**config.mk**
```make
export PLATFORM = sky130hd
export DESIGN_NAME = ssp_top
export DESIGN_NICKNAME = d
export VERILOG_FILES = /design/src/ssp_pkg.sv /design/src/ssp_top.sv
export VERILOG_INCLUDE_DIRS = /design/src
export SDC_FILE = /design/constraint.sdc
export NUM_CORES = 1
export LEC_CHECK = 0
export BUFFER_PORTS_ARGS = -buffer_cell sky130_fd_sc_hd__buf_4
export CORE_ASPECT_RATIO = 1.1
export CORE_MARGIN = 2
export CORE_UTILIZATION = 50
export CTS_CLUSTER_SIZE = 30
export DETAILED_ROUTE_END_ITERATION = 10
export PLACE_DENSITY = 0.9
export SYNTH_ARGS = -nofsm -noshare
export SYNTH_HDL_FRONTEND = slang
export SYNTH_SLANG_ARGS = --single-unit
```
**constraint.sdc**
```tcl
create_clock -name pclk -period 3.36 [get_ports pclk]
set_clock_uncertainty 0.15 [all_clocks]
set_input_delay 0.336 -clock pclk [delete_from_list [all_inputs] [get_ports pclk]]
set_output_delay 0.336 -clock pclk [all_outputs]
set_load 0.02 [all_outputs]
```
**src/ssp_defines.svh**
```systemverilog
/*
  Constants of the simple serial port: register indexes, bit positions, rates.
  Assumes inclusion by bare name from the top module and the bench.
*/
// Behaviour
// - Enable turns shared pins into serial pins
// - Disabling aborts, zeroes counter, frees pins
// - Bit order: 1 low first, 0 high first
// - Master data write starts a clocked transfer
// - Data pins behave alike in both modes
// - Master select writable; clearing aborts; reset slave
// - Flag reset write one clears done; reads zero
// - Drive on falling edge, capture on rising
// - Clock idle select: 1 low, 0 high
// - Rate select divides oscillator by 64..8
// - Done flag set on final rising edge
// - Done cleared by status-then-data access or reset bit
// - Cleared early, done sets again at end
// - Data access mid-transfer sets collision flag
// - Collision cleared by status-then-data access sequence
// - Late clearing access after start sets collision again
// - Single unbuffered data register, writes overwrite
// - Reset leaves data register unchanged
// - Reset clears enable, order and flags
// - Interrupt request while enabled and done set
// - Eight bits per transfer, ends on eighth capturing rise
`ifndef SSP_DEFINES_SVH
`define SSP_DEFINES_SVH
`define SSP_IDX_SCR 6'h0a
`define SSP_IDX_SSR 6'h0b
`define SSP_IDX_SDR 6'h0c
`define SSP_B_IRQEN 7
`define SSP_B_EN 6
`define SSP_B_LOW_BIT_FIRST 5
`define SSP_B_MASTER_SELECT 4
`define SSP_B_FRST 3
`define SSP_B_IDLE 2
`define SSP_B_RATEHI 1
`define SSP_B_RATELO 0
`define SSP_B_DONE 7
`define SSP_B_COLL 6
`define SSP_DIV_00 7'h40
`define SSP_DIV_01 7'h20
`define SSP_DIV_10 7'h10
`define SSP_DIV_11 7'h08
`define SSP_LAST_BIT 3'h7
`define SSP_RATE_RST 2'h0
`endif

```
**src/ssp_pkg.sv**
```systemverilog
/*
  Types of the simple serial port: the packed state record.
  Assumes nothing from the defines header, which it does not include.
*/
`default_nettype none
package ssp_pkg;
  typedef struct packed {
    logic en;
    logic low_bit_first;
    logic master_select;
    logic idle_lo;
    logic [1:0] rate;
    logic irq_en;
    logic done;
    logic coll;
    logic arm;
    logic active;
    logic sck;
    logic fin;
    logic started;
    logic [2:0] bits;
    logic [4:0] div;
    logic ck_s1;
    logic ck_s2;
    logic ck_s3;
    logic di_s1;
    logic di_s2;
    logic serial_out_pin;
    logic [7:0] rd;
    logic pready;
    logic pslverr;
    logic irq;
    logic out_o;
    logic out_oe;
    logic in_o;
    logic in_oe;
    logic clk_o;
    logic clk_oe;
  } ssp_state_t;
endpackage
`default_nettype wire

```
**src/ssp_top.sv**
```systemverilog
/*
  Simple serial port: APB register slave, 8-bit shifter, master clock divider,
  slave clock edge detection and shared-pin muxing.
  Assumes pclk is the oscillator, pin inputs are asynchronous, gp_* come from
  port logic on pclk.
*/
`include "ssp_defines.svh"
`default_nettype none
module ssp_top (
  input wire logic pclk,
  input wire logic presetn,
  input wire logic psel,
  input wire logic penable,
  input wire logic pwrite,
  input wire logic [7:0] paddr,
  input wire logic [31:0] pwdata,
  output logic [31:0] prdata,
  output logic pready,
  output logic pslverr,
  output logic irq,
  input wire logic [2:0] gp_out,
  input wire logic [2:0] gp_oe,
  output logic pin_out_o,
  output logic pin_out_oe,
  input wire logic pin_in_i,
  output logic pin_in_o,
  output logic pin_in_oe,
  input wire logic pin_clk_i,
  output logic pin_clk_o,
  output logic pin_clk_oe
);
  import ssp_pkg::*;

  ssp_state_t s;
  ssp_state_t n;
  logic [7:0] data;
  logic [7:0] next_data;
  logic idle_lvl;
  logic tick;
  logic rise;
  logic fall;
  logic cap;
  logic done_evt;
  logic acc;
  logic hit;
  logic wr_scr;
  logic rd_ssr;
  logic sdr_acc;
  logic [4:0] half;
  logic clr_done;
  logic clr_coll;

  function automatic logic [4:0] half_of(input logic [1:0] r);
    logic [6:0] d;
    d = `SSP_DIV_00;
    case (r)
      2'h1: d = `SSP_DIV_01;
      2'h2: d = `SSP_DIV_10;
      2'h3: d = `SSP_DIV_11;
      default: d = `SSP_DIV_00;
    endcase
    return 5'((d >> 1) - 7'h01);
  endfunction

  ////////////////////////////////////////////////////////////////////////////
  always_comb begin
    n = s;
    next_data = data;
    idle_lvl = ~s.idle_lo;
    half = half_of(s.rate);
    n.ck_s1 = pin_clk_i;
    n.ck_s2 = s.ck_s1;
    n.ck_s3 = s.ck_s2;
    n.di_s1 = pin_in_i;
    n.di_s2 = s.di_s1;
    // Master edges come from the divider, slave edges from the synced pin
    tick = s.active && (s.div == 5'h00);
    rise = 1'b0;
    fall = 1'b0;
    if (s.en && s.master_select) begin
      if (s.active) begin
        n.div = (s.div == 5'h00) ? half : 5'(s.div - 5'h01);
      end
      if (tick) begin
        if (s.fin && (s.sck == idle_lvl)) begin
          n.active = 1'b0;
          n.fin = 1'b0;
        end else begin
          n.sck = ~s.sck;
          rise = ~s.sck;
          fall = s.sck;
        end
      end
      if (!s.active) begin
        n.sck = idle_lvl;
      end
    end else if (s.en) begin
      rise = s.ck_s2 && !s.ck_s3;
      fall = !s.ck_s2 && s.ck_s3;
      if (s.fin && (s.ck_s2 == idle_lvl)) begin
        n.fin = 1'b0;
      end
      n.sck = idle_lvl;
    end else begin
      n.sck = idle_lvl;
    end
    // Same shifting in both modes; only the clock source differs
    cap = rise && s.started && !s.fin;
    done_evt = cap && (s.bits == `SSP_LAST_BIT);
    if (fall && !s.fin) begin
      n.serial_out_pin = s.low_bit_first ? data[0] : data[7];
      n.started = 1'b1;
    end
    if (cap) begin
      next_data = s.low_bit_first ? {s.di_s2, data[7:1]} : {data[6:0], s.di_s2};
      n.bits = 3'(s.bits + 3'h1);
    end
    if (done_evt) begin
      n.fin = 1'b1;
      n.started = 1'b0;
      n.bits = 3'h0;
    end
    ////////////////////////////////////////////////////////////////////////
    // APB: zero-wait access phase, error on unmapped index
    hit = (paddr[7:2] == `SSP_IDX_SCR) || (paddr[7:2] == `SSP_IDX_SSR) ||
          (paddr[7:2] == `SSP_IDX_SDR);
    acc = psel && penable && s.pready;
    wr_scr = acc && pwrite && (paddr[7:2] == `SSP_IDX_SCR);
    rd_ssr = acc && !pwrite && (paddr[7:2] == `SSP_IDX_SSR);
    sdr_acc = acc && (paddr[7:2] == `SSP_IDX_SDR);
    n.pready = psel && !penable;
    n.pslverr = psel && !penable && !hit;
    n.rd = 8'h00;
    if (psel && !penable) begin
      case (paddr[7:2])
        `SSP_IDX_SCR: begin
          n.rd[`SSP_B_IRQEN] = s.irq_en;
          n.rd[`SSP_B_EN] = s.en;
          n.rd[`SSP_B_LOW_BIT_FIRST] = s.low_bit_first;
          n.rd[`SSP_B_MASTER_SELECT] = s.master_select;
          n.rd[`SSP_B_IDLE] = s.idle_lo;
          n.rd[`SSP_B_RATEHI] = s.rate[1];
          n.rd[`SSP_B_RATELO] = s.rate[0];
        end
        `SSP_IDX_SSR: begin
          n.rd[`SSP_B_DONE] = s.done;
          n.rd[`SSP_B_COLL] = s.coll;
        end
        `SSP_IDX_SDR: n.rd = data;
        default: n.rd = 8'h00;
      endcase
    end
    if (wr_scr) begin
      n.irq_en = pwdata[`SSP_B_IRQEN];
      n.en = pwdata[`SSP_B_EN];
      n.low_bit_first = pwdata[`SSP_B_LOW_BIT_FIRST];
      n.master_select = pwdata[`SSP_B_MASTER_SELECT];
      n.idle_lo = pwdata[`SSP_B_IDLE];
      n.rate = {pwdata[`SSP_B_RATEHI], pwdata[`SSP_B_RATELO]};
    end
    if (sdr_acc && pwrite) begin
      next_data = pwdata[7:0];
      if (s.en && s.master_select && !s.active) begin
        n.active = 1'b1;
        n.div = half;
        n.fin = 1'b0;
        n.bits = 3'h0;
      end
    end
    ////////////////////////////////////////////////////////////////////////
    // Flags: clears first, then sets, so a same-cycle event is kept
    if (rd_ssr && s.done) begin
      n.arm = 1'b1;
    end
    clr_done = (sdr_acc && s.arm) || (wr_scr && pwdata[`SSP_B_FRST]);
    clr_coll = sdr_acc && s.arm;
    if (sdr_acc) begin
      n.arm = 1'b0;
    end
    if (clr_done) begin
      n.done = 1'b0;
    end
    if (clr_coll) begin
      n.coll = 1'b0;
    end
    if (done_evt) begin
      n.done = 1'b1;
    end
    if (sdr_acc && s.started) begin
      n.coll = 1'b1;
    end
    // Abort on disable or on leaving master mode
    if (!n.en || (s.master_select && !n.master_select)) begin
      n.active = 1'b0;
      n.bits = 3'h0;
      n.started = 1'b0;
      n.fin = 1'b0;
    end
    n.irq = n.irq_en && n.done;
    // Shared pins: port logic owns them whenever the serial port is off
    n.out_o = n.en ? n.serial_out_pin : gp_out[0];
    n.out_oe = n.en ? 1'b1 : gp_oe[0];
    n.in_o = gp_out[1];
    n.in_oe = n.en ? 1'b0 : gp_oe[1];
    n.clk_o = n.en ? (n.master_select ? n.sck : 1'b0) : gp_out[2];
    n.clk_oe = n.en ? n.master_select : gp_oe[2];
  end

  ////////////////////////////////////////////////////////////////////////////
  always_ff @(posedge pclk or negedge presetn) begin
    if (!presetn) begin
      s <= '0;
      s.sck <= 1'b1;
      s.rate <= `SSP_RATE_RST;
    end else begin
      s <= n;
    end
  end

  // Data register keeps its contents through reset
  always_ff @(posedge pclk) begin
    data <= next_data;
  end

  assign prdata = {24'h000000, s.rd};
  assign pready = s.pready;
  assign pslverr = s.pslverr;
  assign irq = s.irq;
  assign pin_out_o = s.out_o;
  assign pin_out_oe = s.out_oe;
  assign pin_in_o = s.in_o;
  assign pin_in_oe = s.in_oe;
  assign pin_clk_o = s.clk_o;
  assign pin_clk_oe = s.clk_oe;
endmodule
`default_nettype wire

```
==> flow_summary.json, run 1 <==
{
  "status": "completed",
  "synth_top_area_share_pct": 40.61,
  "h-tree-depth": 2,
  "avgSynthCellArea_um2": 10.85,
  "fp-row-count": 28,
  "ios": 94,
  "cts_root_buf": "clkbuf_8",
  "multiInputGateArea_mm2": 0.001121,
  "hold_class": "in2reg",
  "seq_area_mm2": 0.001368,
  "grt_max_degree": 46,
  "io_buffers": 43,
  "post-cts-setup-buffers": 0,
  "setup.worst_path.class": "in2reg",
  "powerDensity_mw_per_mm2": 368.7,
  "core_mm2": 0.005290,
  "synth-main-ff-cell": "dfrtp_1",
  "clkLatencyLatePin_ns": 0.31,
  "ir_worst_vdd_uv": 172.8,
  "rsz0062_at_grt": "no",
  "max_slew_margin_pct": 49.63,
  "finalHoldViolCount": 0,
  "start_util_pct": 51.25,
  "crit_path_max_fanout": 18,
  "drt-total-wl_um": 5413,
  "wl_per_cell_um": 14.79,
  "yosysTopAreaCell": "dfrtp_1",
  "fin_crit_ns": 2.575,
  "synth_edf_count": 8,
  "area_delta_synth_final_pct": 14.35,
  "grt_antenna_before_repair": 0,
  "die-area_mm2": 0.006028,
  "worst_pin_slew_ns": 0.7450,
  "gp_congestion": 0.8877,
  "synth.most_common_cell": "dfrtp_1",
  "cts_buffers": 5,
  "layout-drive-gt1-share_pct": 24.05,
  "worst_slack_ns": 0.7849,
  "pre_cts_slack_ns": 0.4851,
  "yosysWarnings": 0,
  "setup_tns_ns": 0,
  "p_leak_nw": 1.365,
  "chipHeight_um": 81.24,
  "netlist_area_mm2": 0.002711,
  "grt_overflow": 0,
  "ant_nets": 0,
  "gr-usage-all-layers_pct": 18.81,
  "start_kind": "input port",
  "final_nets": 346,
  "setup_viol": 0,
  "synthArstFlopShare_pct": 84.91,
  "synth_common_cells": "dfrtp_1 (44), buf_4 (32), nor2_1 (23), a21oi_1 (12), mux2i_1 (12)",
  "maxSlewViolCount": 0,
  "viasPerCell": 5.281,
  "drc": 0,
  "clkSinkCount": 53,
  "fillers": 438,
  "tritoncts": "built",
  "required_ns": 3.38,
  "syn_inst": 250,
  "final_core_util_pct": 58.61,
  "hold_slack_ns": 0.06728,
  "dpl.hpwl_um": 3982,
  "path_clk_slew_ns": 0.10,
  "cap_viol_max_count": 0,
  "first_pass_iters": 4,
  "synth.area.top_cells": "dfrtp_1 (41%), buf_4 (8.9%), edfxtp_1 (8.9%), mux2i_1 (4.4%), mux2_2 (3.3%)",
  "clock_path_buffers": 2,
  "dr_total_vias": 1933,
  "diodes": 0,
  "grt_pass1_vias": 1846,
  "grt_pass1_wl_um": 8638,
  "clock.fmax_mhz": 388.3,
  "cp-end-kind": "flop",
  "drtIter0Drc": 161,
  "ys_seq_area_share_pct": 50.44,
  "die_w_um": 74.21,
  "synth_cell_types": 56,
  "crit_arrival_ns": 2.59,
  "fin_crit_sh_pct": 76.64,
  "synth_seq_cells": 53
}
-- cell usage in the layout, fill, tap and decap left out, types with 7 or more instances in the layout --
cell | Yosys | final
dfrtp_1 | 44 | 44
mux2_2 | 8 | 8
edfxtp_1 | 8 | 8
inv_1 | 10 | 10
nor2_1 | 23 | 23
a21oi_1 | 12 | 12
conb_1 | 1 | 24
a22oi_1 | 7 | 7
nand2_1 | 10 | 10
buf_4 | 32 | 46
mux2i_1 | 12 | 12
-- per-stage QoR --
| stage | instances | total power [mW] | instance area [um2] |
|---|---|---|---|
| floorplan | 273 | 0.7512 | 2798 |
| global route | 366 | 1.185 | 3100 |
| detailed placement | 354 | 0.7802 | 2965 |
| CTS | 366 | 1.152 | 3100 |
| finish | 366 | 1.143 | 3100 |
| global placement | 354 | 0.7782 | 2965 |
-- registers in the layout, indices dropped and copies added (netlist names), 3 cells and up --
signal and flops:
s 25, data 8, prdata 8, n 3
-- routing by layer --
layer | vias to the layer above | global-route usage, % | routed length [um] | share of wire (%)
li1 | 920 | - | - | -
met1 | 933 | 23.65 | 2229 | 41
met2 | 72 | 31.25 | 2778 | 51
met3 | 8 | 4.342 | 318 | 5.9
met4 | 0 | 7.500 | 87 | 1.6
met5 | - | 0 | 0 | 0
-- report_power, final --
part	switching [mW]	internal (mW)
Sequential	0.00722	0.660
Combinational	0.0632	0.0399
Clock	0.221	0.152
Total	0.291	0.852
-- critical path: stages --
cell     delay [ns]
buf_4          0.13
or4b_1         0.64
or4_1          0.82
nor3_2         0.49
o32ai_1        0.17
-- what timing repair did --
| action | 4_1_cts | 5_1_grt |
|---|---|---|
| hold endpoints to repair | 47 | 0 |
| resized for setup | 0 | 0 |
| hold buffers | 4 | 0 |
-- path summary, 6_finish.rpt --
path	depth (start not counted)	end	from	slack, ns
worst max-delay path	5	s[27]	paddr[2]	0.78
worst min-delay path	2	pin_out_oe	gp_oe[0]	0.07
worst max register to register	6	pin_out_o	s[23]	1.02
worst min register to register	0	s[18]	n[18]	0.21
max in group asynchronous	2	pin_clk_o	presetn	2.27
min in group asynchronous	2	s[24]	presetn	0.41
-- cell type report --
cell class / count / area share (%)
sequential: 53 / 44.11
tap: 75 / 3.027
clock buffer: 5 / 2.220
inverter: 10 / 1.211
timing repair buffer: 50 / 12.43
multi-input combinational: 170 / 36.16
clock inverter: 3 / 0.8475
-- logic make-up (layout without fill, tap and decap cells) --
| kind of cell | after synthesis | in the layout | share of synthesized area (%) |
|---|---|---|---|
| and+or+nand+nor | 69 | 69 | 14.40 |
| DFF | 53 | 53 | 50.44 |
| buffers and inverters | 50 | 68 | 11.40 |
| AOI/OAI and AO/OA | 47 | 47 | 11.81 |
| muxes | 23 | 23 | 9.137 |
| xor gates and xnor gates | 4 | 4 | 1.292 |
| adders and majority gates | 3 | 3 | 1.385 |
| other | 1 | 24 | 0.1383 |
No activity file was read; power rests on OpenSTA's default activity.
==> run 2, diff against run 1 <==
--- a/config.mk
+++ b/config.mk
@@ -6,13 +6,14 @@
 export SDC_FILE = /design/constraint.sdc
 export NUM_CORES = 1
 export LEC_CHECK = 0
+export ABC_AREA = 1
 export BUFFER_PORTS_ARGS = -buffer_cell sky130_fd_sc_hd__buf_4
 export CORE_ASPECT_RATIO = 1.1
 export CORE_MARGIN = 2
-export CORE_UTILIZATION = 50
+export CORE_UTILIZATION = 46
 export CTS_CLUSTER_SIZE = 30
 export DETAILED_ROUTE_END_ITERATION = 10
-export PLACE_DENSITY = 0.9
+export PLACE_DENSITY = 0.87
 export SYNTH_ARGS = -nofsm -noshare
 export SYNTH_HDL_FRONTEND = slang
 export SYNTH_SLANG_ARGS = --single-unit
==> constraint.sdc (replaced) <==
create_clock -name pclk -period 2.36 [get_ports pclk]
set_clock_uncertainty 0.15 [all_clocks]
set_input_delay 0.236 -clock pclk [delete_from_list [all_inputs] [get_ports pclk]]
set_output_delay 0.236 -clock pclk [all_outputs]
set_load 0.02 [all_outputs]
==> run 2 against run 1 <==
Setup slack got worse by 0.48 ns. Wire length rose by 7.3%. Via count rose by 17%. Core utilization fell by 3.8 points. Register-to-register slack got worse by 0.71 ns. Critical path depth rose by 3. Die area rose by 13%. Global-route usage fell by 0.88 points. Combinational power rose by 77%. First-iteration DRC count rose by 53%. Synthesized cell count rose by 35%. Critical endpoint is now data[1].
==> flow_summary.json, run 2 <==
{
  "status": "completed",
  "p_int_mw": 1.328,
  "fp-row-count": 30,
  "netSwitchingFraction_pct": 24.33,
  "gr-usage-all-layers_pct": 17.92,
  "area_delta_synth_final_pct": 17.45,
  "hold_class": "in2reg",
  "h-tree-depth": 2,
  "largest_reg_flops": 25,
  "synth.area.top_cells": "dfrtp_1 (39%), nand2_1 (12%), buf_4 (8.5%), edfxtp_1 (8.5%), inv_1 (5.2%)",
  "grt_antenna_before_repair": 0,
  "maxSlewViolCount": 0,
  "wl_per_cell_um": 12.36,
  "required_ns": 2.20,
  "start_util_pct": 46.69,
  "final_nets": 445,
  "yosysTopAreaCell": "dfrtp_1",
  "cts_root_buf": "clkbuf_8",
  "ant_nets": 0,
  "grt_pass1_vias": 2076,
  "die-area_mm2": 0.006817,
  "design_area_mm2": 0.003334,
  "setup_tns_ns": 0,
  "die_w_um": 78.91,
  "chipHeight_um": 86.40,
  "drt-total-wl_um": 5810,
  "first_pass_iters": 5,
  "clkLatencyLatePin_ns": 0.32,
  "rsz0062_at_grt": "no",
  "synth_cell_types": 37,
  "p_comb_share_pct": 10.4,
  "hold_slack_ns": 0.004014,
  "synth-main-ff-cell": "dfrtp_1",
  "ir_worst_vdd_uv": 304.2,
  "synth_common_cells": "nand2_1 (88), dfrtp_1 (44), inv_1 (39), buf_4 (32), nor2_1 (25)",
  "max_slew_margin_pct": 61.98,
  "syn_inst": 337,
  "fillers": 544,
  "p_seq_share_pct": 54.5,
  "p_leak_nw": 1.642,
  "pwr-share-clk_pct": 35.1,
  "dpl.hpwl_um": 4265,
  "start_kind": "flop",
  "yosysWarnings": 0,
  "clkSinkCount": 53,
  "grt_pass1_wl_um": 9425,
  "ys_seq_area_share_pct": 48.17,
  "gp_congestion": 0.8876,
  "core_mm2": 0.006081,
  "cap_viol_max_count": 0,
  "fin_crit_sh_pct": 87.04,
  "ios": 94,
  "drtIter0Drc": 247,
  "final_cell_mix": "nand2_1 (88), buf_4 (44), dfrtp_1 (44)",
  "drc": 0,
  "finalHoldViolCount": 0,
  "avgSynthCellArea_um2": 8.424,
  "netlist_area_mm2": 0.002839,
  "cp-end-kind": "flop",
  "dpl_cell_area_mm2": 0.003095,
  "largest-register": "s",
  "synth_edf_count": 8,
  "fin_crit_ns": 2.054,
  "layout-drive-gt1-share_pct": 19.23,
  "cts_buffers": 5,
  "viasPerCell": 4.832,
  "tritoncts": "built",
  "clock_path_buffers": 2,
  "clock.fmax_mhz": 486.8,
  "final_common_cell": "nand2_1",
  "seq_area_mm2": 0.001368,
  "multiInputGateArea_mm2": 0.001132,
  "powerDensity_mw_per_mm2": 526.5,
  "dr_total_vias": 2271,
  "synth_seq_cells": 53,
  "worst_pin_slew_ns": 0.5702,
  "io_buffers": 43,
  "grt_overflow": 0,
  "setup_viol": 0,
  "crit_arrival_ns": 1.89,
  "grt_max_degree": 46,
  "synthArstFlopShare_pct": 84.91,
  "diodes": 0,
  "power.net_switching_mw": 0.4271,
  "crit_path_max_fanout": 8,
  "synth.most_common_cell": "nand2_1",
  "setup.worst_path.class": "reg2reg",
  "path_clk_slew_ns": 0.10,
  "synth_top_area_share_pct": 38.78
}
-- run 2: power by group through the flow --
stage / Clock, mW / Combinational [mW] / Sequential (mW)
after floorplan: 0 / 0.108 / 0.982
after global placement: 0 / 0.161 / 0.974
after detailed placement: 0 / 0.165 / 0.975
after CTS: 0.624 / 0.182 / 0.957
after global routing: 0.660 / 0.200 / 0.959
final: 0.617 / 0.182 / 0.957
-- run 2: cells by family after synthesis --
logic type / count (synthesis) / synth area share (%)
flops: 53 / 48.17
fa+ha+maj: 3 / 1.322
mux: 1 / 0.3526
simple gates: 160 / 26.84
other cells: 1 / 0.1321
buf+inv: 79 / 14.98
compound gates: 38 / 7.580
xor+xnor: 2 / 0.6171
-- run 2: per-layer routing --
layer	vias up	track usage, %	share of wire (%)	wire length, um
li1	1118	-	-	-
met3	18	3.542	5.7	331
met5	-	0	0	0
met2	97	30.38	49	2861
met1	1038	22.33	42	2439
met4	0	7.994	3.1	178
-- run 2: per-stage QoR --
step	power, mW	setup slack (ns)	util (%)	cells
final	1.756	0.3059	54.84	470
after global routing	1.819	0.1776	54.84	470
after CTS	1.763	0.3096	54.84	470
after detailed placement	1.139	0.3409	50.91	449
after global placement	1.135	0.3996	50.91	449
after floorplan	1.090	0.4943	-	360
-- run 2: worst max-delay path, cell delays in order, from the launching register on --
cell,delay (ns)
dfrtp_1,0.37
inv_1,0.12
ha_1,0.19
nand2_1,0.11
nor2_2,0.15
nand3_1,0.11
nand2_2,0.13
nand2_2,0.09
nand2_1,0.30
-- run 2: what timing repair did --
item / CTS / global route
gates resized for setup: 0 / 0
hold endpoints to repair: 56 / 0
hold buffers: 13 / 0
setup buffers: 0 / 0
-- run 2: path summary, 6_finish.rpt --
check / endpoint / cells past startpoint / slack [ns] / startpoint
hold reg to reg: s[18] / 0 / 0.21 / n[18]
setup / recovery: data[1] / 8 / 0.31 / s[23]
min in group asynchronous: s[25] / 2 / 0.30 / presetn
setup reg to reg: data[1] / 8 / 0.31 / s[23]
max in group asynchronous: prdata[5] / 2 / 1.37 / presetn
hold / removal: s[40] / 3 / 0.004 / pwdata[1]
-- run 2: area by class of cell --
cell class / instances / share of cell area [%]
clock inverter: 3 / 1.201
sequential: 53 / 41.01
inverter: 44 / 4.953
clock buffer: 5 / 2.064
multi-input combinational: 228 / 33.96
tap: 80 / 3.002
timing repair buffer: 57 / 13.81
==> run 3, diff against run 2 <==
--- a/config.mk
+++ b/config.mk
@@ -14,6 +14,7 @@
 export CTS_CLUSTER_SIZE = 30
 export DETAILED_ROUTE_END_ITERATION = 10
 export PLACE_DENSITY = 0.87
+export RECOVER_POWER = 50
 export SYNTH_ARGS = -nofsm -noshare
 export SYNTH_HDL_FRONTEND = slang
 export SYNTH_SLANG_ARGS = --single-unit
==> run 3 against run 2 <==
Combinational power fell by 3%. Final cell count did not move. Critical path type unchanged. Largest cell class unchanged. First-iteration DRC count did not move. Total power fell by 0.36%. Worst hold slack improved by 0.0019 ns.
==> flow_summary.json, run 3 (same netlist as run 2, synthesis figures left out) <==
{
  "status": "completed",
  "gr-usage-all-layers_pct": 17.92,
  "cp_slowest_cell": "dfrtp_1",
  "ant_nets": 0,
  "grt_pass1_wl_um": 9425,
  "rsz0062_at_grt": "no",
  "use_met3_pct": 3.542,
  "grt_use_met2_pct": 30.38,
  "crit_buf_inv": 1,
  "max_slew_margin_pct": 26.12,
  "first_pass_iters": 5,
  "post-cts-setup-buffers": 0,
  "dr_total_vias": 2284,
  "drc": 0,
  "clock.fmax_mhz": 485.1,
  "tritoncts": "built",
  "fp-row-count": 30,
  "clkLatencyLatePin_ns": 0.31,
  "io_buffers": 43,
  "cts_resized": 0,
  "setup_tns_ns": 0,
  "grt_use_met1_pct": 22.33,
  "path_cells": "inv_1 -> ha_1 -> nand2_1 -> nor2_2 -> nand3_1 -> nand2_2 -> nand2_2 -> nand2_1",
  "fillers": 554,
  "hold_buffers": 13,
  "worstSetupPathDepth": 8,
  "chipHeight_um": 86.40,
  "required_ns": 2.20,
  "ios": 94,
  "grt_max_degree": 46,
  "powerDensity_mw_per_mm2": 530.9,
  "drt-total-wl_um": 5849,
  "cpPeakStageDelay_ns": 0.37,
  "critPathTopFamily": "simple AND/OR/NAND/NOR gates",
  "core_mm2": 0.006081,
  "dpl.hpwl_um": 4265,
  "crit_arrival_ns": 1.90,
  "grt_antenna_before_repair": 0,
  "die-area_mm2": 0.006817,
  "gp_congestion": 0.8876,
  "cts_buffers": 5,
  "cp-end-kind": "flop",
  "fin_crit_ns": 2.061,
  "hold_slack_ns": 0.005867,
  "crit_path_max_fanout": 8,
  "viasPerCell": 4.860,
  "clock_path_buffers": 2,
  "p_leak_nw": 1.601,
  "die_w_um": 78.91,
  "drtIter0Drc": 247,
  "grt_overflow": 0,
  "finalHoldViolCount": 0,
  "h-tree-depth": 2,
  "area_delta_synth_final_pct": 16.04,
  "ir_worst_vdd_uv": 304.2,
  "fin_crit_sh_pct": 87.35,
  "diodes": 0,
  "setup_viol": 0,
  "rr_worst_depth": 8,
  "worst_pin_slew_ns": 1.108,
  "final_common_cell": "nand2_1",
  "hold_class": "in2reg",
  "hold_depth": 3,
  "final_core_util_pct": 54.18,
  "top_usage_layer": "met2",
  "start_kind": "flop",
  "grt_pass1_vias": 2076,
  "largest_reg_flops": 25,
  "clkSinkCount": 53,
  "cap_viol_max_count": 0,
  "layout-drive-gt1-share_pct": 16.67,
  "cts_root_buf": "clkbuf_8",
  "start_util_pct": 46.69,
  "setup.worst_path.class": "reg2reg",
  "final_nets": 445,
  "path_clk_slew_ns": 0.10,
  "wl_per_cell_um": 12.44,
  "largest-register": "s",
  "final_cell_mix": "nand2_1 (88), dfrtp_1 (44), inv_1 (39)",
  "maxSlewViolCount": 0
}
[run 3: changes by cell type in the layout (fill, tap and decap cells not counted), sizes merged]
cell,delta
buf,-14
clkbuf,+14
[run 3: worst reg2reg max path, cell delays in order (launching register included)]
cell and delay [ns]:
dfrtp_1 0.37, inv_1 0.13, ha_1 0.19, nand2_1 0.11
nor2_2 0.15, nand3_1 0.11, nand2_2 0.13, nand2_2 0.09
nand2_1 0.30
[run 3: where the power goes]
group / internal (mW) / switching, mW
Clock: 0.313 / 0.303
Sequential: 0.945 / 0.0117
Combinational: 0.0647 / 0.112
[run 3: routing by layer]
metal	wire length (um)	part of all wire (%)
met1	2453	42
met2	2857	49
met3	353	6.0
met4	184	3.1
met5	0	0
[run 3: area by class of cell]
class                      instances  area, um2  share of cell area [%]
clock buffer                       5      68.82                   2.089
clock inverter                     3      40.04                   1.215
inverter                          44      165.2                   5.013
multi-input combinational        228       1132                   34.37
sequential                        53       1368                   41.51
tap                               80      100.1                   3.038
timing repair buffer              57      420.4                   12.76
[run 3: through the flow]
step | std cells | power, mW | setup WS, ns | cell area (um2)
after floorplan | 360 | 1.090 | 0.4943 | 2925
after global placement | 449 | 1.135 | 0.3996 | 3095
after detailed placement | 449 | 1.139 | 0.3409 | 3095
after CTS | 470 | 1.763 | 0.3096 | 3334
after global routing | 470 | 1.814 | 0.1477 | 3294
final | 470 | 1.749 | 0.2985 | 3294
[run 3: final timing paths]
kind / start / slack (ns) / endpoint
setup / recovery: s[23] / 0.30 / data[1]
hold reg to reg: n[18] / 0.21 / s[18]
hold / removal: pwdata[1] / 0.006 / s[40]
setup reg to reg: s[23] / 0.30 / data[1]
min in group asynchronous: presetn / 0.51 / s[24]
max in group asynchronous: presetn / 0.88 / prdata[5]
